--- src/irq_ctl_pkg.sv ---
// Constants and types for the prioritised interrupt latch controller.
// Assumes an 8-bit register port with byte addresses in the SFR space.
package irq_ctl_pkg;

	// ----------------------------------------------------------------
	// Register map
	// ----------------------------------------------------------------
	localparam logic [7:0] ADDR_ENABLE_LO  = 8'h3A;
	localparam logic [7:0] ADDR_ENABLE_HI  = 8'h3B;
	localparam logic [7:0] ADDR_PENDING_LO = 8'h3C;
	localparam logic [7:0] ADDR_PENDING_HI = 8'h3D;
	localparam logic [7:0] ADDR_SELECTOR   = 8'h3E;

	// ----------------------------------------------------------------
	// Field layout
	// ----------------------------------------------------------------
	localparam int MASTER_BIT  = 0;
	localparam int TRAP_LEVEL  = 2;
	localparam int WDOG_LEVEL  = 3;
	localparam int EXT0_LEVEL  = 4;
	localparam int FIRST_MASK  = 4;
	localparam int LAST_LEVEL  = 15;
	localparam int SEL_BIT     = 0;
	localparam logic [15:0] LATCH_MASK  = 16'hFFFC;
	localparam logic [15:0] ENABLE_MASK = 16'hFFF0;
	localparam logic [15:0] ZERO16      = 16'h0000;
	localparam logic [7:0]  ZERO8       = 8'h00;

	// ----------------------------------------------------------------
	// Vectors
	// ----------------------------------------------------------------
	localparam logic [15:0] VEC_RESET = 16'hFFFE;
	localparam logic [15:0] VEC_SOFT  = 16'hFFFC;
	localparam logic [15:0] VEC_TRAP  = 16'hFFFA;
	localparam logic [15:0] VEC_WDOG  = 16'hFFF8;
	localparam logic [15:0] VEC_BASE  = 16'hFFF6;
	localparam logic [15:0] VEC_STEP  = 16'h0002;

	// ----------------------------------------------------------------
	// Timing
	// ----------------------------------------------------------------
	localparam int ACCEPT_CYCLES = 8;
	localparam int STACK_BYTES   = 3;

	// Register port request
	typedef struct packed {
		logic       wr;
		logic       rd;
		logic [7:0] addr;
		logic [7:0] wdata;
	} reg_req_t;

	// Answer to the CPU sequencer
	typedef struct packed {
		logic        take;
		logic [3:0]  level;
		logic [15:0] vector;
	} grant_t;

endpackage : irq_ctl_pkg

--- src/irq_ctl.sv ---
// Interrupt latch controller: pending latches, enables, priority, accept.
// Assumes the CPU sequencer raises accept_req at instruction end and
// waits for a grant; registers are on a plain 8-bit strobe port.
//
// Function
// - A source request sets its pending latch; enabled ones request service.
// - Accepting an interrupt clears that source's pending latch.
// - Reset clears every pending latch.
// - Writing 0 clears a latch; writing 1 leaves it unchanged.
// - Software reads pending latches, 1 meaning pending.
// - No latch for software or undefined-opcode; levels 2 to 15 latched.
// - Latches at 003CH low and 003DH high; bits 1 and 0 unused.
// - Enable register at 003AH/003BH, readable and writable except bits 3 to 1, which stay 0.
// - Master enable bit 0; source enables bits 15 to 4.
// - Master enable 0 blocks every maskable interrupt.
// - Maskable needs master and own enable; external 0 needs pin enable.
// - Accept saves master enable then clears it; return restores it.
// - Reset clears master enable.
// - Reset clears all source enables.
// - Software, undefined, trap and watchdog ignore the enable register.
// - Fixed priority among maskables; vectors FFF6 down to FFE0.
// - Non-maskable vectors FFFC, FFFA, FFF8; reset FFFE.
// - Level 15 shared by converter-done and external 2 via selector.
// - Trap and watchdog latch only once their output select is 0.
// - Requests from an unselected shared source are never latched.
// - Acceptance lasts 8 machine cycles after the instruction ends.
// - Acceptance pushes status, PC high, PC low; stack drops by 3.
`timescale 1ns/1ps
`default_nettype none
module irq_ctl #(
	parameter int ACCEPT_LEN = irq_ctl_pkg::ACCEPT_CYCLES
) (
	// Clock and reset
	input  wire logic                 ref_clk,
	input  wire logic                 rst_n,
	// Register port
	input  wire irq_ctl_pkg::reg_req_t req,
	output var  logic [7:0]           rdata_q,
	// Peripheral requests as one-cycle pulses, with ext 0 pin enable and output selects
	input  wire logic [15:4]          src_irq,
	input  wire logic                 ext_irq2,
	input  wire logic                 ext0_pin_enable,
	input  wire logic                 address_trap_irq,
	input  wire logic                 watchdog_irq,
	input  wire logic                 trap_output_select,
	input  wire logic                 watchdog_output_select,
	// CPU sequencer
	input  wire logic                 software_instruction_irq,
	input  wire logic                 undefined_opcode_irq,
	input  wire logic                 accept_req,
	input  wire logic                 return_instr,
	input  wire logic                 return_flag,
	output var  logic                 irq_pending_q,
	output var  irq_ctl_pkg::grant_t  grant_q,
	output var  logic                 saved_master_q,
	output var  logic                 busy_q,
	output var  logic [1:0]           push_index_q,
	output var  logic                 push_strobe_q
);
	// ----------------------------------------------------------------
	// State
	// ----------------------------------------------------------------
	typedef enum logic [1:0] {IDLE, ACCEPT} seq_t;
	seq_t        state_q;
	logic [15:0] pending_q;
	logic [15:0] enable_q;
	logic        selector_q;
	logic [3:0]  count_q;
	logic [15:0] set_vec;
	logic [15:0] clr_vec;
	logic [15:0] cand;
	logic        nm_soft;
	logic        pick_any;
	logic [3:0]  pick_level;
	logic [15:0] pick_vector;
	logic        start;

	// ----------------------------------------------------------------
	// Request capture
	// ----------------------------------------------------------------
	always_comb begin
		set_vec = irq_ctl_pkg::ZERO16;
		set_vec[15:4] = src_irq;
		// Unselected shared source never reaches the latch
		set_vec[irq_ctl_pkg::LAST_LEVEL] = selector_q ? ext_irq2
			: src_irq[irq_ctl_pkg::LAST_LEVEL];
		set_vec[irq_ctl_pkg::TRAP_LEVEL] = address_trap_irq
			& ~trap_output_select;
		set_vec[irq_ctl_pkg::WDOG_LEVEL] = watchdog_irq
			& ~watchdog_output_select;
		set_vec = set_vec & irq_ctl_pkg::LATCH_MASK;
	end

	// Software clear: zero bits of a write clear, one bits keep
	always_comb begin
		clr_vec = irq_ctl_pkg::ZERO16;
		if (req.wr && req.addr == irq_ctl_pkg::ADDR_PENDING_LO)
			clr_vec[7:0] = ~req.wdata;
		if (req.wr && req.addr == irq_ctl_pkg::ADDR_PENDING_HI)
			clr_vec[15:8] = ~req.wdata;
		if (start && !nm_soft)
			clr_vec[pick_level] = 1'b1;
	end

	always_ff @(posedge ref_clk) begin
		if (!rst_n)
			pending_q <= irq_ctl_pkg::ZERO16;
		else
			// Set wins so a request racing a clear is kept
			pending_q <= ((pending_q & ~clr_vec) | set_vec)
				& irq_ctl_pkg::LATCH_MASK;
	end

	// ----------------------------------------------------------------
	// Enable register and selector
	// ----------------------------------------------------------------
	always_ff @(posedge ref_clk) begin
		if (!rst_n) begin
			enable_q <= irq_ctl_pkg::ZERO16;
		end else begin
			if (req.wr && req.addr == irq_ctl_pkg::ADDR_ENABLE_LO)
				enable_q[7:0] <= req.wdata
					& irq_ctl_pkg::ENABLE_MASK[7:0]
					| (req.wdata & 8'h01);
			if (req.wr && req.addr == irq_ctl_pkg::ADDR_ENABLE_HI)
				enable_q[15:8] <= req.wdata;
			if (start)
				enable_q[irq_ctl_pkg::MASTER_BIT] <= 1'b0;
			else if (return_instr)
				enable_q[irq_ctl_pkg::MASTER_BIT] <= return_flag;
		end
	end

	always_ff @(posedge ref_clk) begin
		if (!rst_n)
			selector_q <= 1'b0;
		else if (req.wr && req.addr == irq_ctl_pkg::ADDR_SELECTOR)
			selector_q <= req.wdata[irq_ctl_pkg::SEL_BIT];
	end

	// ----------------------------------------------------------------
	// Read port
	// ----------------------------------------------------------------
	always_ff @(posedge ref_clk) begin
		if (!rst_n)
			rdata_q <= irq_ctl_pkg::ZERO8;
		else if (req.rd) begin
			unique case (req.addr)
				irq_ctl_pkg::ADDR_ENABLE_LO:  rdata_q <= enable_q[7:0];
				irq_ctl_pkg::ADDR_ENABLE_HI:  rdata_q <= enable_q[15:8];
				irq_ctl_pkg::ADDR_PENDING_LO: rdata_q <= pending_q[7:0];
				irq_ctl_pkg::ADDR_PENDING_HI: rdata_q <= pending_q[15:8];
				irq_ctl_pkg::ADDR_SELECTOR:   rdata_q <= {7'h00, selector_q};
				default:                      rdata_q <= irq_ctl_pkg::ZERO8;
			endcase
		end else
			rdata_q <= irq_ctl_pkg::ZERO8;
	end

	// ----------------------------------------------------------------
	// Priority resolution
	// ----------------------------------------------------------------
	always_comb begin
		cand = pending_q;
		// Maskable levels need master, own flag, and pin enable for ext 0
		for (int i = irq_ctl_pkg::FIRST_MASK; i <= irq_ctl_pkg::LAST_LEVEL;
				i++) begin
			cand[i] = pending_q[i] & enable_q[i]
				& enable_q[irq_ctl_pkg::MASTER_BIT];
		end
		cand[irq_ctl_pkg::EXT0_LEVEL] = cand[irq_ctl_pkg::EXT0_LEVEL]
			& ext0_pin_enable;
	end

	irq_pick #(
		.LEVELS (16)
	) u_pick (
		.cand   (cand),
		.any    (pick_any),
		.level  (pick_level),
		.vector (pick_vector)
	);

	// Software and undefined-opcode bypass all enables
	assign nm_soft = software_instruction_irq | undefined_opcode_irq;
	assign start   = (state_q == IDLE) && accept_req
		&& (nm_soft || pick_any);

	// ----------------------------------------------------------------
	// Acceptance sequence
	// ----------------------------------------------------------------
	always_ff @(posedge ref_clk) begin
		if (!rst_n) begin
			state_q        <= IDLE;
			count_q        <= 4'h0;
			grant_q        <= '0;
			saved_master_q <= 1'b0;
		end else begin
			grant_q.take <= 1'b0;
			unique case (state_q)
				IDLE: begin
					if (start) begin
						state_q        <= ACCEPT;
						count_q        <= 4'h0;
						saved_master_q <= enable_q[irq_ctl_pkg::MASTER_BIT];
						grant_q.take   <= 1'b1;
						grant_q.level  <= nm_soft ? 4'h0 : pick_level;
						grant_q.vector <= nm_soft ? irq_ctl_pkg::VEC_SOFT
							: pick_vector;
					end
				end
				ACCEPT: begin
					count_q <= 4'(count_q + 4'h1);
					if (count_q == 4'(ACCEPT_LEN - 1))
						state_q <= IDLE;
				end
				default: state_q <= IDLE;
			endcase
		end
	end

	// Push strobes in cycles 1..3: status, PC high, PC low
	always_ff @(posedge ref_clk) begin
		if (!rst_n) begin
			push_strobe_q <= 1'b0;
			push_index_q  <= 2'h0;
			busy_q        <= 1'b0;
			irq_pending_q <= 1'b0;
		end else begin
			busy_q        <= start || (state_q == ACCEPT
				&& count_q != 4'(ACCEPT_LEN - 1));
			push_strobe_q <= state_q == ACCEPT
				&& count_q < 4'(irq_ctl_pkg::STACK_BYTES);
			push_index_q  <= count_q[1:0];
			irq_pending_q <= pick_any;
		end
	end

	// ----------------------------------------------------------------
	// Checks
	// ----------------------------------------------------------------
	chk_reset_clear: assert property (@(posedge ref_clk)
		!rst_n |=> pending_q == irq_ctl_pkg::ZERO16 && enable_q == 16'h0000)
		else $error("reset left latches or enables set");
	chk_set_wins: assert property (@(posedge ref_clk) disable iff (!rst_n)
		set_vec[5] |=> pending_q[5])
		else $error("request lost");
	chk_master_gate: assert property (@(posedge ref_clk) disable iff (!rst_n)
		!enable_q[0] |-> cand[15:4] == 12'h000)
		else $error("maskable candidate with master off");
	chk_accept_len: assert property (@(posedge ref_clk) disable iff (!rst_n)
		start |=> (state_q == ACCEPT) [*8] ##1 state_q == IDLE)
		else $error("acceptance length wrong");
	chk_master_clear: assert property (@(posedge ref_clk) disable iff (!rst_n)
		start |=> !enable_q[0] && saved_master_q == $past(enable_q[0]))
		else $error("master not saved and cleared");
	chk_latch_clear: assert property (@(posedge ref_clk) disable iff (!rst_n)
		start && !nm_soft && set_vec[pick_level] == 1'b0
		|=> !pending_q[$past(pick_level)])
		else $error("accepted latch not cleared");
	chk_no_sw_set: assert property (@(posedge ref_clk) disable iff (!rst_n)
		set_vec == 16'h0000 |=> (pending_q & ~$past(pending_q)) == 16'h0000)
		else $error("latch set without request");
	chk_unused_bits: assert property (@(posedge ref_clk) disable iff (!rst_n)
		pending_q[1:0] == 2'b00)
		else $error("unused latch bits set");
	chk_push_three: assert property (@(posedge ref_clk) disable iff (!rst_n)
		start |=> ##1 push_strobe_q [*3] ##1 !push_strobe_q)
		else $error("push strobes wrong");
	chk_take_pulse: assert property (@(posedge ref_clk) disable iff (!rst_n)
		grant_q.take |=> !grant_q.take)
		else $error("grant held longer than one cycle");
	chk_set_latch: assert property (@(posedge ref_clk) disable iff (!rst_n)
		set_vec[9] |=> pending_q[9])
		else $error("request did not set its latch");
	chk_unselected: assert property (@(posedge ref_clk) disable iff (!rst_n)
		!selector_q && !src_irq[15] && !pending_q[15] |=> !pending_q[15])
		else $error("unselected shared source latched");
	chk_trap_gate: assert property (@(posedge ref_clk) disable iff (!rst_n)
		trap_output_select && !pending_q[2] |=> !pending_q[2])
		else $error("trap latched while routed to reset");
	chk_wdog_gate: assert property (@(posedge ref_clk) disable iff (!rst_n)
		watchdog_output_select && !pending_q[3] |=> !pending_q[3])
		else $error("watchdog latched while routed to reset");
	chk_enable_gaps: assert property (@(posedge ref_clk) disable iff (!rst_n)
		enable_q[3:1] == 3'b000)
		else $error("unused enable bits set");
	chk_soft_vector: assert property (@(posedge ref_clk) disable iff (!rst_n)
		start && nm_soft |=> grant_q.vector == irq_ctl_pkg::VEC_SOFT)
		else $error("software vector wrong");
	chk_ret_restore: assert property (@(posedge ref_clk) disable iff (!rst_n)
		return_instr && !start |=> enable_q[0] == $past(return_flag))
		else $error("return did not restore master");

	// ----------------------------------------------------------------
	// Coverage
	// ----------------------------------------------------------------
	cov_return:      cover property (@(posedge ref_clk) return_instr && return_flag);
	cov_mask_accept: cover property (@(posedge ref_clk) start && !nm_soft);
	cov_soft_accept: cover property (@(posedge ref_clk) start && nm_soft);
	cov_shared_ext:  cover property (@(posedge ref_clk) selector_q && ext_irq2);
endmodule : irq_ctl
`default_nettype wire

--- src/irq_pick.sv ---
// Fixed-priority picker over the acceptable levels.
// Assumes the caller has already gated levels by enables.
`timescale 1ns/1ps
`default_nettype none
module irq_pick #(
	parameter int LEVELS = 16
) (
	// Candidates
	input  wire logic [LEVELS-1:0] cand,
	// Result
	output var  logic              any,
	output var  logic [3:0]        level,
	output var  logic [15:0]       vector
);
	// Lower level number wins; scan from the top so the last hit stands
	always_comb begin
		any    = 1'b0;
		level  = 4'h0;
		vector = irq_ctl_pkg::VEC_RESET;
		for (int i = LEVELS - 1; i >= irq_ctl_pkg::TRAP_LEVEL; i--) begin
			if (cand[i]) begin
				any   = 1'b1;
				level = 4'(i);
				if (i == irq_ctl_pkg::TRAP_LEVEL)
					vector = irq_ctl_pkg::VEC_TRAP;
				else if (i == irq_ctl_pkg::WDOG_LEVEL)
					vector = irq_ctl_pkg::VEC_WDOG;
				else
					vector = 16'(irq_ctl_pkg::VEC_BASE
						- 16'(i - irq_ctl_pkg::FIRST_MASK)
						* irq_ctl_pkg::VEC_STEP);
			end
		end
	end
endmodule : irq_pick
`default_nettype wire

--- config.mk ---
export PLATFORM = sky130hd
export DESIGN_NAME = irq_ctl
export DESIGN_NICKNAME = d
export VERILOG_FILES = /design/src/irq_ctl_pkg.sv /design/src/irq_ctl.sv /design/src/irq_pick.sv
export SDC_FILE = /design/constraint.sdc
export NUM_CORES = 1
export LEC_CHECK = 0
export BUFFER_PORTS_ARGS = -buffer_cell sky130_fd_sc_hd__buf_4
export CAP_MARGIN = 15
export CELL_PAD_IN_SITES_DETAIL_PLACEMENT = 0
export CELL_PAD_IN_SITES_GLOBAL_PLACEMENT = 1
export CORE_UTILIZATION = 39
export DETAILED_ROUTE_END_ITERATION = 16
export PLACE_DENSITY = 0.76
export SKIP_CTS_REPAIR_TIMING = 1
export SLEW_MARGIN = 20
export SYNTH_ARGS = -nofsm -noshare
export SYNTH_HDL_FRONTEND = slang
export SYNTH_SLANG_ARGS = --single-unit
--- constraint.sdc ---
create_clock -name ref_clk -period 2.11 [get_ports ref_clk]
set_input_delay 0.1055 -clock ref_clk [delete_from_list [all_inputs] [get_ports ref_clk]]
set_output_delay 0.1055 -clock ref_clk [all_outputs]
set_load 0.005 [all_outputs]
* After elaboration in Yosys (flattened, before gate mapping)
Cells that the tools add are included.
** Cells by class
- $add $sub $neg :: 1
- Magnitude comparators :: 3
- Eq/ne operators :: 10
- Muxes and demuxes :: 59
- Bitwise logic cells :: 37
- Reductions and logical operators :: 23
** Operators by type and width (count)
- 2-to-1 mux 5 bit :: 14
- 2-to-1 mux 4 bit :: 16
- == test 8 x 6 -> 1 bit (second input constant) :: 5
- case mux 8 bit (5 select lines) :: 1
- 2-to-1 mux 16 bit :: 2
- bitwise OR 16 bit :: 2
- AND 1 bit :: 27
- 2-to-1 mux 21 bit :: 1
- 2-to-1 mux 1 bit :: 18
- AND 16 bit :: 1
- 2-to-1 mux 8 bit :: 2
- NOT 16 bit :: 1
- logical AND 1 bit :: 11
- AND reduction 2 bit :: 5
- NOT 8 bit :: 1
- bitwise OR 8 x 1 -> 8 bit :: 1
- case mux 4 bit (2 select lines) :: 1
- < comparator 4 x 5 -> 1 bit (second input constant) :: 1
- adder 4 x 1 -> 4 bit (second input constant) :: 1
- demux 1 bit (select 4 bit) :: 1
- == test 4 x 3 -> 1 bit (second input constant) :: 1
- >= comparator 4 x 1 -> 1 bit (second input constant) :: 1
- < comparator 4 x 2 -> 1 bit (second input constant) :: 1
- 2-to-1 mux 2 bit :: 2
- other kinds (11) :: 16
** Storage, ports and cells
- Flip-flop bits (word level) :: 74
- Input bits :: 43
- Logic and storage cells :: 150

* Depth between registers and ports, before layout
- Word-level depth :: 25
- Depth in mapped cells :: 7

* Cells and area by module
Synthesis repeated with hierarchy kept, for this count alone.
** Unflattened totals
- Cells, all modules :: 351
- Area total of the unflattened synthesis :: 3290.7 um^2
** Modules (own cells, without submodules)
- irq_ctl :: instances 1, cells each 305, area each 3000.4 um^2, sequential area each 1361.3 um^2
- irq_pick :: instances 1, cells each 46, area each 290.3 um^2, sequential area each 0.0 um^2

* Worst setup path after synthesis
OpenSTA, ideal clock, no wires.
- Path kind :: register to register
- Start point :: register state_q[0]
- End point :: register pending_q[11]
- Library setup time :: 125 ps
- Arrival :: 1575 ps
- Setup slack :: 410 ps
- Stages on the path, launching flop included :: 7
- Buffers on the path :: 2
- Path through :: dfxtp_1 > buf_6 > or4b_4 > buf_6 > nor2_8 > nand3_4 > o41a_1
** Between the ends
- Longest elaborated chain between the ends :: 8
** Ends and longest elaborated chain
- start: declaration :: RTL line irq_ctl.sv:64 : seq_t state_q;
- start signal: assignment :: RTL line irq_ctl.sv:194 : state_q <= IDLE;
- start signal: assignment :: RTL line irq_ctl.sv:203 : state_q <= ACCEPT;
- start signal: assignment :: RTL line irq_ctl.sv:215 : state_q <= IDLE;
- zero test 2 bit :: RTL line irq_ctl.sv:186 : assign start = (state_q == IDLE) && accept_req
- logical AND 1 bit :: RTL line irq_ctl.sv:186
- logical AND 1 bit :: RTL line irq_ctl.sv:187 : && (nm_soft || pick_any);
- logical AND 1 bit :: RTL line irq_ctl.sv:101 : if (start && !nm_soft)
- 2-to-1 mux 16 bit :: RTL line irq_ctl.sv:101
- NOT 16 bit :: RTL line irq_ctl.sv:110 : pending_q <= ((pending_q & ~clr_vec) | set_vec)
- AND 16 bit :: RTL line irq_ctl.sv:110
- bitwise OR 16 bit :: RTL line irq_ctl.sv:110
- end signal: assignment :: RTL line irq_ctl.sv:107 : pending_q <= irq_ctl_pkg::ZERO16;
- end signal: assignment :: RTL line irq_ctl.sv:110
- end: declaration :: RTL line irq_ctl.sv:65 : logic [15:0] pending_q;
No other way between the ends.
A chain may end at the register's enable or synchronous reset.

* Worst setup path after layout
- Start point :: register enable_q[9]
- End point :: register pending_q[11]
** Between the ends
- Longest elaborated chain between the ends :: 19
** Ends and longest elaborated chain
- start: declaration :: RTL line irq_ctl.sv:66 : logic [15:0] enable_q;
- start signal: assignment :: RTL line irq_ctl.sv:119 : enable_q <= irq_ctl_pkg::ZERO16;
- start signal: assignment :: RTL line irq_ctl.sv:126 : enable_q[15:8] <= req.wdata;
- start signal: indexed assignment :: RTL line irq_ctl.sv:130 : enable_q[irq_ctl_pkg::MASTER_BIT] <= return_flag;
- AND 1 bit (*) :: RTL line irq_ctl.sv:168 : cand[i] = pending_q[i] & enable_q[i]
- AND 1 bit (*) :: RTL line irq_ctl.sv:169 : & enable_q[irq_ctl_pkg::MASTER_BIT];
- 2-to-1 mux 4 bit (8 in a row) :: RTL line irq_pick.sv:21 : if (cand[i]) begin
- < comparator 4 x 5 -> 1 bit (not written as such) or >= comparator 4 x 1 -> 1 bit (tied branches) :: RTL line irq_ctl.sv:102 : clr_vec[pick_level] = 1'b1;
- logical AND 1 bit (not written as such) :: RTL line irq_ctl.sv:102
- 2-to-1 mux 1 bit (not written as such) :: RTL line irq_ctl.sv:102
- demux 1 bit (select 4 bit) :: RTL line irq_ctl.sv:102
- bitwise OR 16 bit (no line)
- 2-to-1 mux 16 bit (*) :: RTL line irq_ctl.sv:101
- NOT 16 bit (*) :: RTL line irq_ctl.sv:110
- AND 16 bit (*) :: RTL line irq_ctl.sv:110
- bitwise OR 16 bit (*) :: RTL line irq_ctl.sv:110
Mark *: on every way between the ends. The rest lies on a longest branch, timed or not.

==> impl_metrics.py <==
metrics = {
    "floorplan": {
        "die_height_um": 87.51,
        "rows": 30,
        "start_util_pct": 41.06,
        "io_pins": 78,
        "die_area_mm2": 0.007657,
        "die_width_um": 87.51,
        "core-area_mm2": 0.006944,
    },
    "sta": {
        "setup_viol": 0,
        "max-slew-margin-rel_pct": 60.59,
        "fin_tns_setup_ps": 0,
        "hold_violations": 0,
        "skew_ps": 9.347,
        "setup_slack_ps": 235.7,
        "fin_crit_sh_pct": 88.83,
        "rsz0062_at_grt": "false",
        "drv_slew": 0,
        "period_minus_slack_ps": 1874,
        "worst_pin_slew_ps": 586.1,
        "fmax_mhz": 533.5,
    },
    "worst_setup_path": {
        "crit_path_end_kind": "flip-flop",
        "critPathRequiredTime_ps": 2330,
        "r2r_cells": 5,
        "crit_path_start_kind": "flip-flop",
        "r2r_slack_ps": 240,
        "crit_arrival_ps": 2090,
        "worstSetupPathType": "flip-flop to flip-flop",
        "critPathMaxFanout": 8,
    },
    "power": {
        "intPower_mw": 2.087,
        "peakVddDrop_mv": 0.4393,
        "p_total_mw": 2.723,
        "power_frac_clock_pct": 46.2,
        "p_leak_nw": 1.504,
        "cellPowerDensity_mw_per_mm2": 741.2,
        "pwr-share-seq_pct": 42.5,
        "p_switching_mw": 0.6359,
        "combPwrFrac_pct": 11.2,
        "p_sw_share_pct": 23.35,
    },
    "yosys": {
        "synthArstFlopShare_pct": 0,
        "synth_area_mm2": 0.002851,
        "ys_ff_latch": 57,
        "ys_seq_area_share_pct": 40.02,
        "yosysWarnings": 0,
        "synth.most_common_cell": "dfxtp_1",
        "synth_ff_type": "dfxtp_1",
        "ys_top_cells_by_count": "57 x dfxtp_1, 30 x nor2_1, 28 x nand2_1",
        "syn_inst": 320,
        "ys_types": 63,
        "synth_area_leaders": "dfxtp_1 40%, nor2_1 3.9%, a21oi_1 3.9%",
        "yosys.area.top_type": "dfxtp_1",
        "synth-edff-count": 0,
        "syn-num-nets": 364,
        "synth.avg_cell_area_um2": 8.911,
        "synth_top_area_share_pct": 40.02,
    },
    "drt": {
        "vias_per_cell": 5.599,
        "drt_iter0_drc": 180,
        "wire_per_inst_um": 16.50,
        "dr.pass1.iters": 5,
        "drc": 0,
        "num_vias": 2738,
        "detail-route-antenna-nets": 0,
        "wirelength_um": 8068,
    },
    "layout": {
        "antenna_cells": 0,
        "finalNonFillerCells": 489,
        "area_growth_pct": 28.83,
        "fin_nets": 432,
        "fin_util_pct": 52.90,
        "drive_above_1_share_pct": 28.24,
    },
    "outcome": {
        "status": "finished, final reports clean",
    },
    "placement": {
        "gp_congestion": 0.8368,
        "dp_hpwl_um": 6076,
        "portBuffers": 76,
        "dp_cells": 473,
        "pre_cts_slack_ps": 262.0,
    },
    "clock_network": {
        "clockRootBuffer": "clkbuf_8",
        "clk_pin_slew_ps": 70,
        "clock_path_buffers": 2,
        "ctsHtreeMaxLevel": 3,
        "cts_buffers": 9,
        "cts.sinks": 57,
        "cts_tree": "yes",
        "clock_latency_ps": 340,
    },
    "hold_path": {
        "hold_path_class": "input port to flip-flop",
        "hold_path_depth": 3,
    },
    "job": {
        "cap_violations": 0,
    },
    "global_route": {
        "grt-ovfl-total": 0,
        "grt_pass1_wl_um": 12560,
        "grt_antenna_before_repair": 0,
        "first_global_vias": 2424,
        "grt_use_total_pct": 22.05,
        "grt_max_degree": 21,
    },
}
-- flip-flops by register name, summed over array words and instances, names as in the netlist --
name / flops
count_q: 4
grant_q: 10
pending_q: 14
irq_pending_q: 1
push_strobe_q: 1
rdata_q: 8
selector_q: 1
push_index_q: 2
enable_q: 13
busy_q: 1
state_q: 1
saved_master_q: 1
-- area by class of cell --
| class | count | area (um^2) |
|---|---|---|
| Tap cell | 96 | 120.1 |
| Timing Repair Buffer | 82 | 615.6 |
| Clock inverter | 5 | 102.6 |
| Sequential cell | 57 | 1141 |
| Fill cell | 685 | 3271 |
| Multi-Input combinational cell | 229 | 1519 |
| Clock buffer | 11 | 141.4 |
| Inverter | 9 | 33.78 |
-- cells in the final DEF (no fill, tap or decap), types with 3 or more instances in the layout --
cell / synthesis / routed
buf_4: 12 / 82
dfxtp_1: 57 / 57
nor2_1: 30 / 30
nand2_1: 28 / 28
a21oi_1: 22 / 22
o21ai_0: 14 / 14
nand3_1: 12 / 12
mux2i_1: 11 / 11
clkbuf_8: 0 / 10
nand4_1: 9 / 9
a22oi_1: 8 / 8
o21a_1: 8 / 8
a31oi_1: 8 / 8
inv_1: 7 / 7
a221oi_1: 6 / 6
a211oi_1: 5 / 5
a22o_1: 4 / 4
nand3b_1: 4 / 4
nand2b_1: 3 / 3
nor2b_1: 3 / 3
o41a_1: 3 / 3
and2_1: 3 / 3
bufinv_16: 0 / 3
-- stage by stage --
step                hold WS [ps]  area (um^2)
finish                     15.97         3674
global route               6.005         3674
CTS                        9.609         3674
detailed placement         355.6         3430
global placement           349.9         3430
floorplan                  249.4         2851
-- cells by family after synthesis --
group / synth area share, %
and+or+nand+nor: 21.19
AOI/OAI and AO/OA: 26.64
DFF: 40.02
buffers and inverters: 6.713
muxes: 4.256
xor gates and xnor gates: 0.6144
adders and majority gates: 0.4387
other: 0.1315
-- worst paths after layout --
check | end | start
setup / recovery | pending_q[11]$_SDFF_PN0_ | enable_q[9]$_SDFFE_PN0P_
hold / removal | enable_q[0]$_SDFFE_PP0P_ | return_flag
setup reg to reg | pending_q[11]$_SDFF_PN0_ | enable_q[9]$_SDFFE_PN0P_
hold reg to reg | grant_q[19]$_SDFFE_PN0P_ | grant_q[19]$_SDFFE_PN0P_
-- worst max-delay path: stages (launching register included) --
cell	delay, ps
dfxtp_1	430
nand2_1	110
a32oi_1	230
nor2_1	110
o41a_4	490
o41a_1	380
-- power by group through the flow --
stage	logic [mW]	registers, mW	clock network (mW)
2_1_floorplan	0.176	1.17	0
3_3_place_gp	0.305	1.18	0
3_5_place_dp	0.305	1.18	0
4_1_cts	0.306	1.16	1.28
5_1_grt	0.334	1.16	1.34
6_report	0.306	1.16	1.26
-- layer usage --
metal	routed length [um]	track usage, %	up-vias
met5	0	0	-
met3	483	4.265	20
met2	3652	32.60	116
met1	3726	30.70	1282
li1	-	-	1320
met4	206	10.73	0
Power figures use the tool's default switching activity.
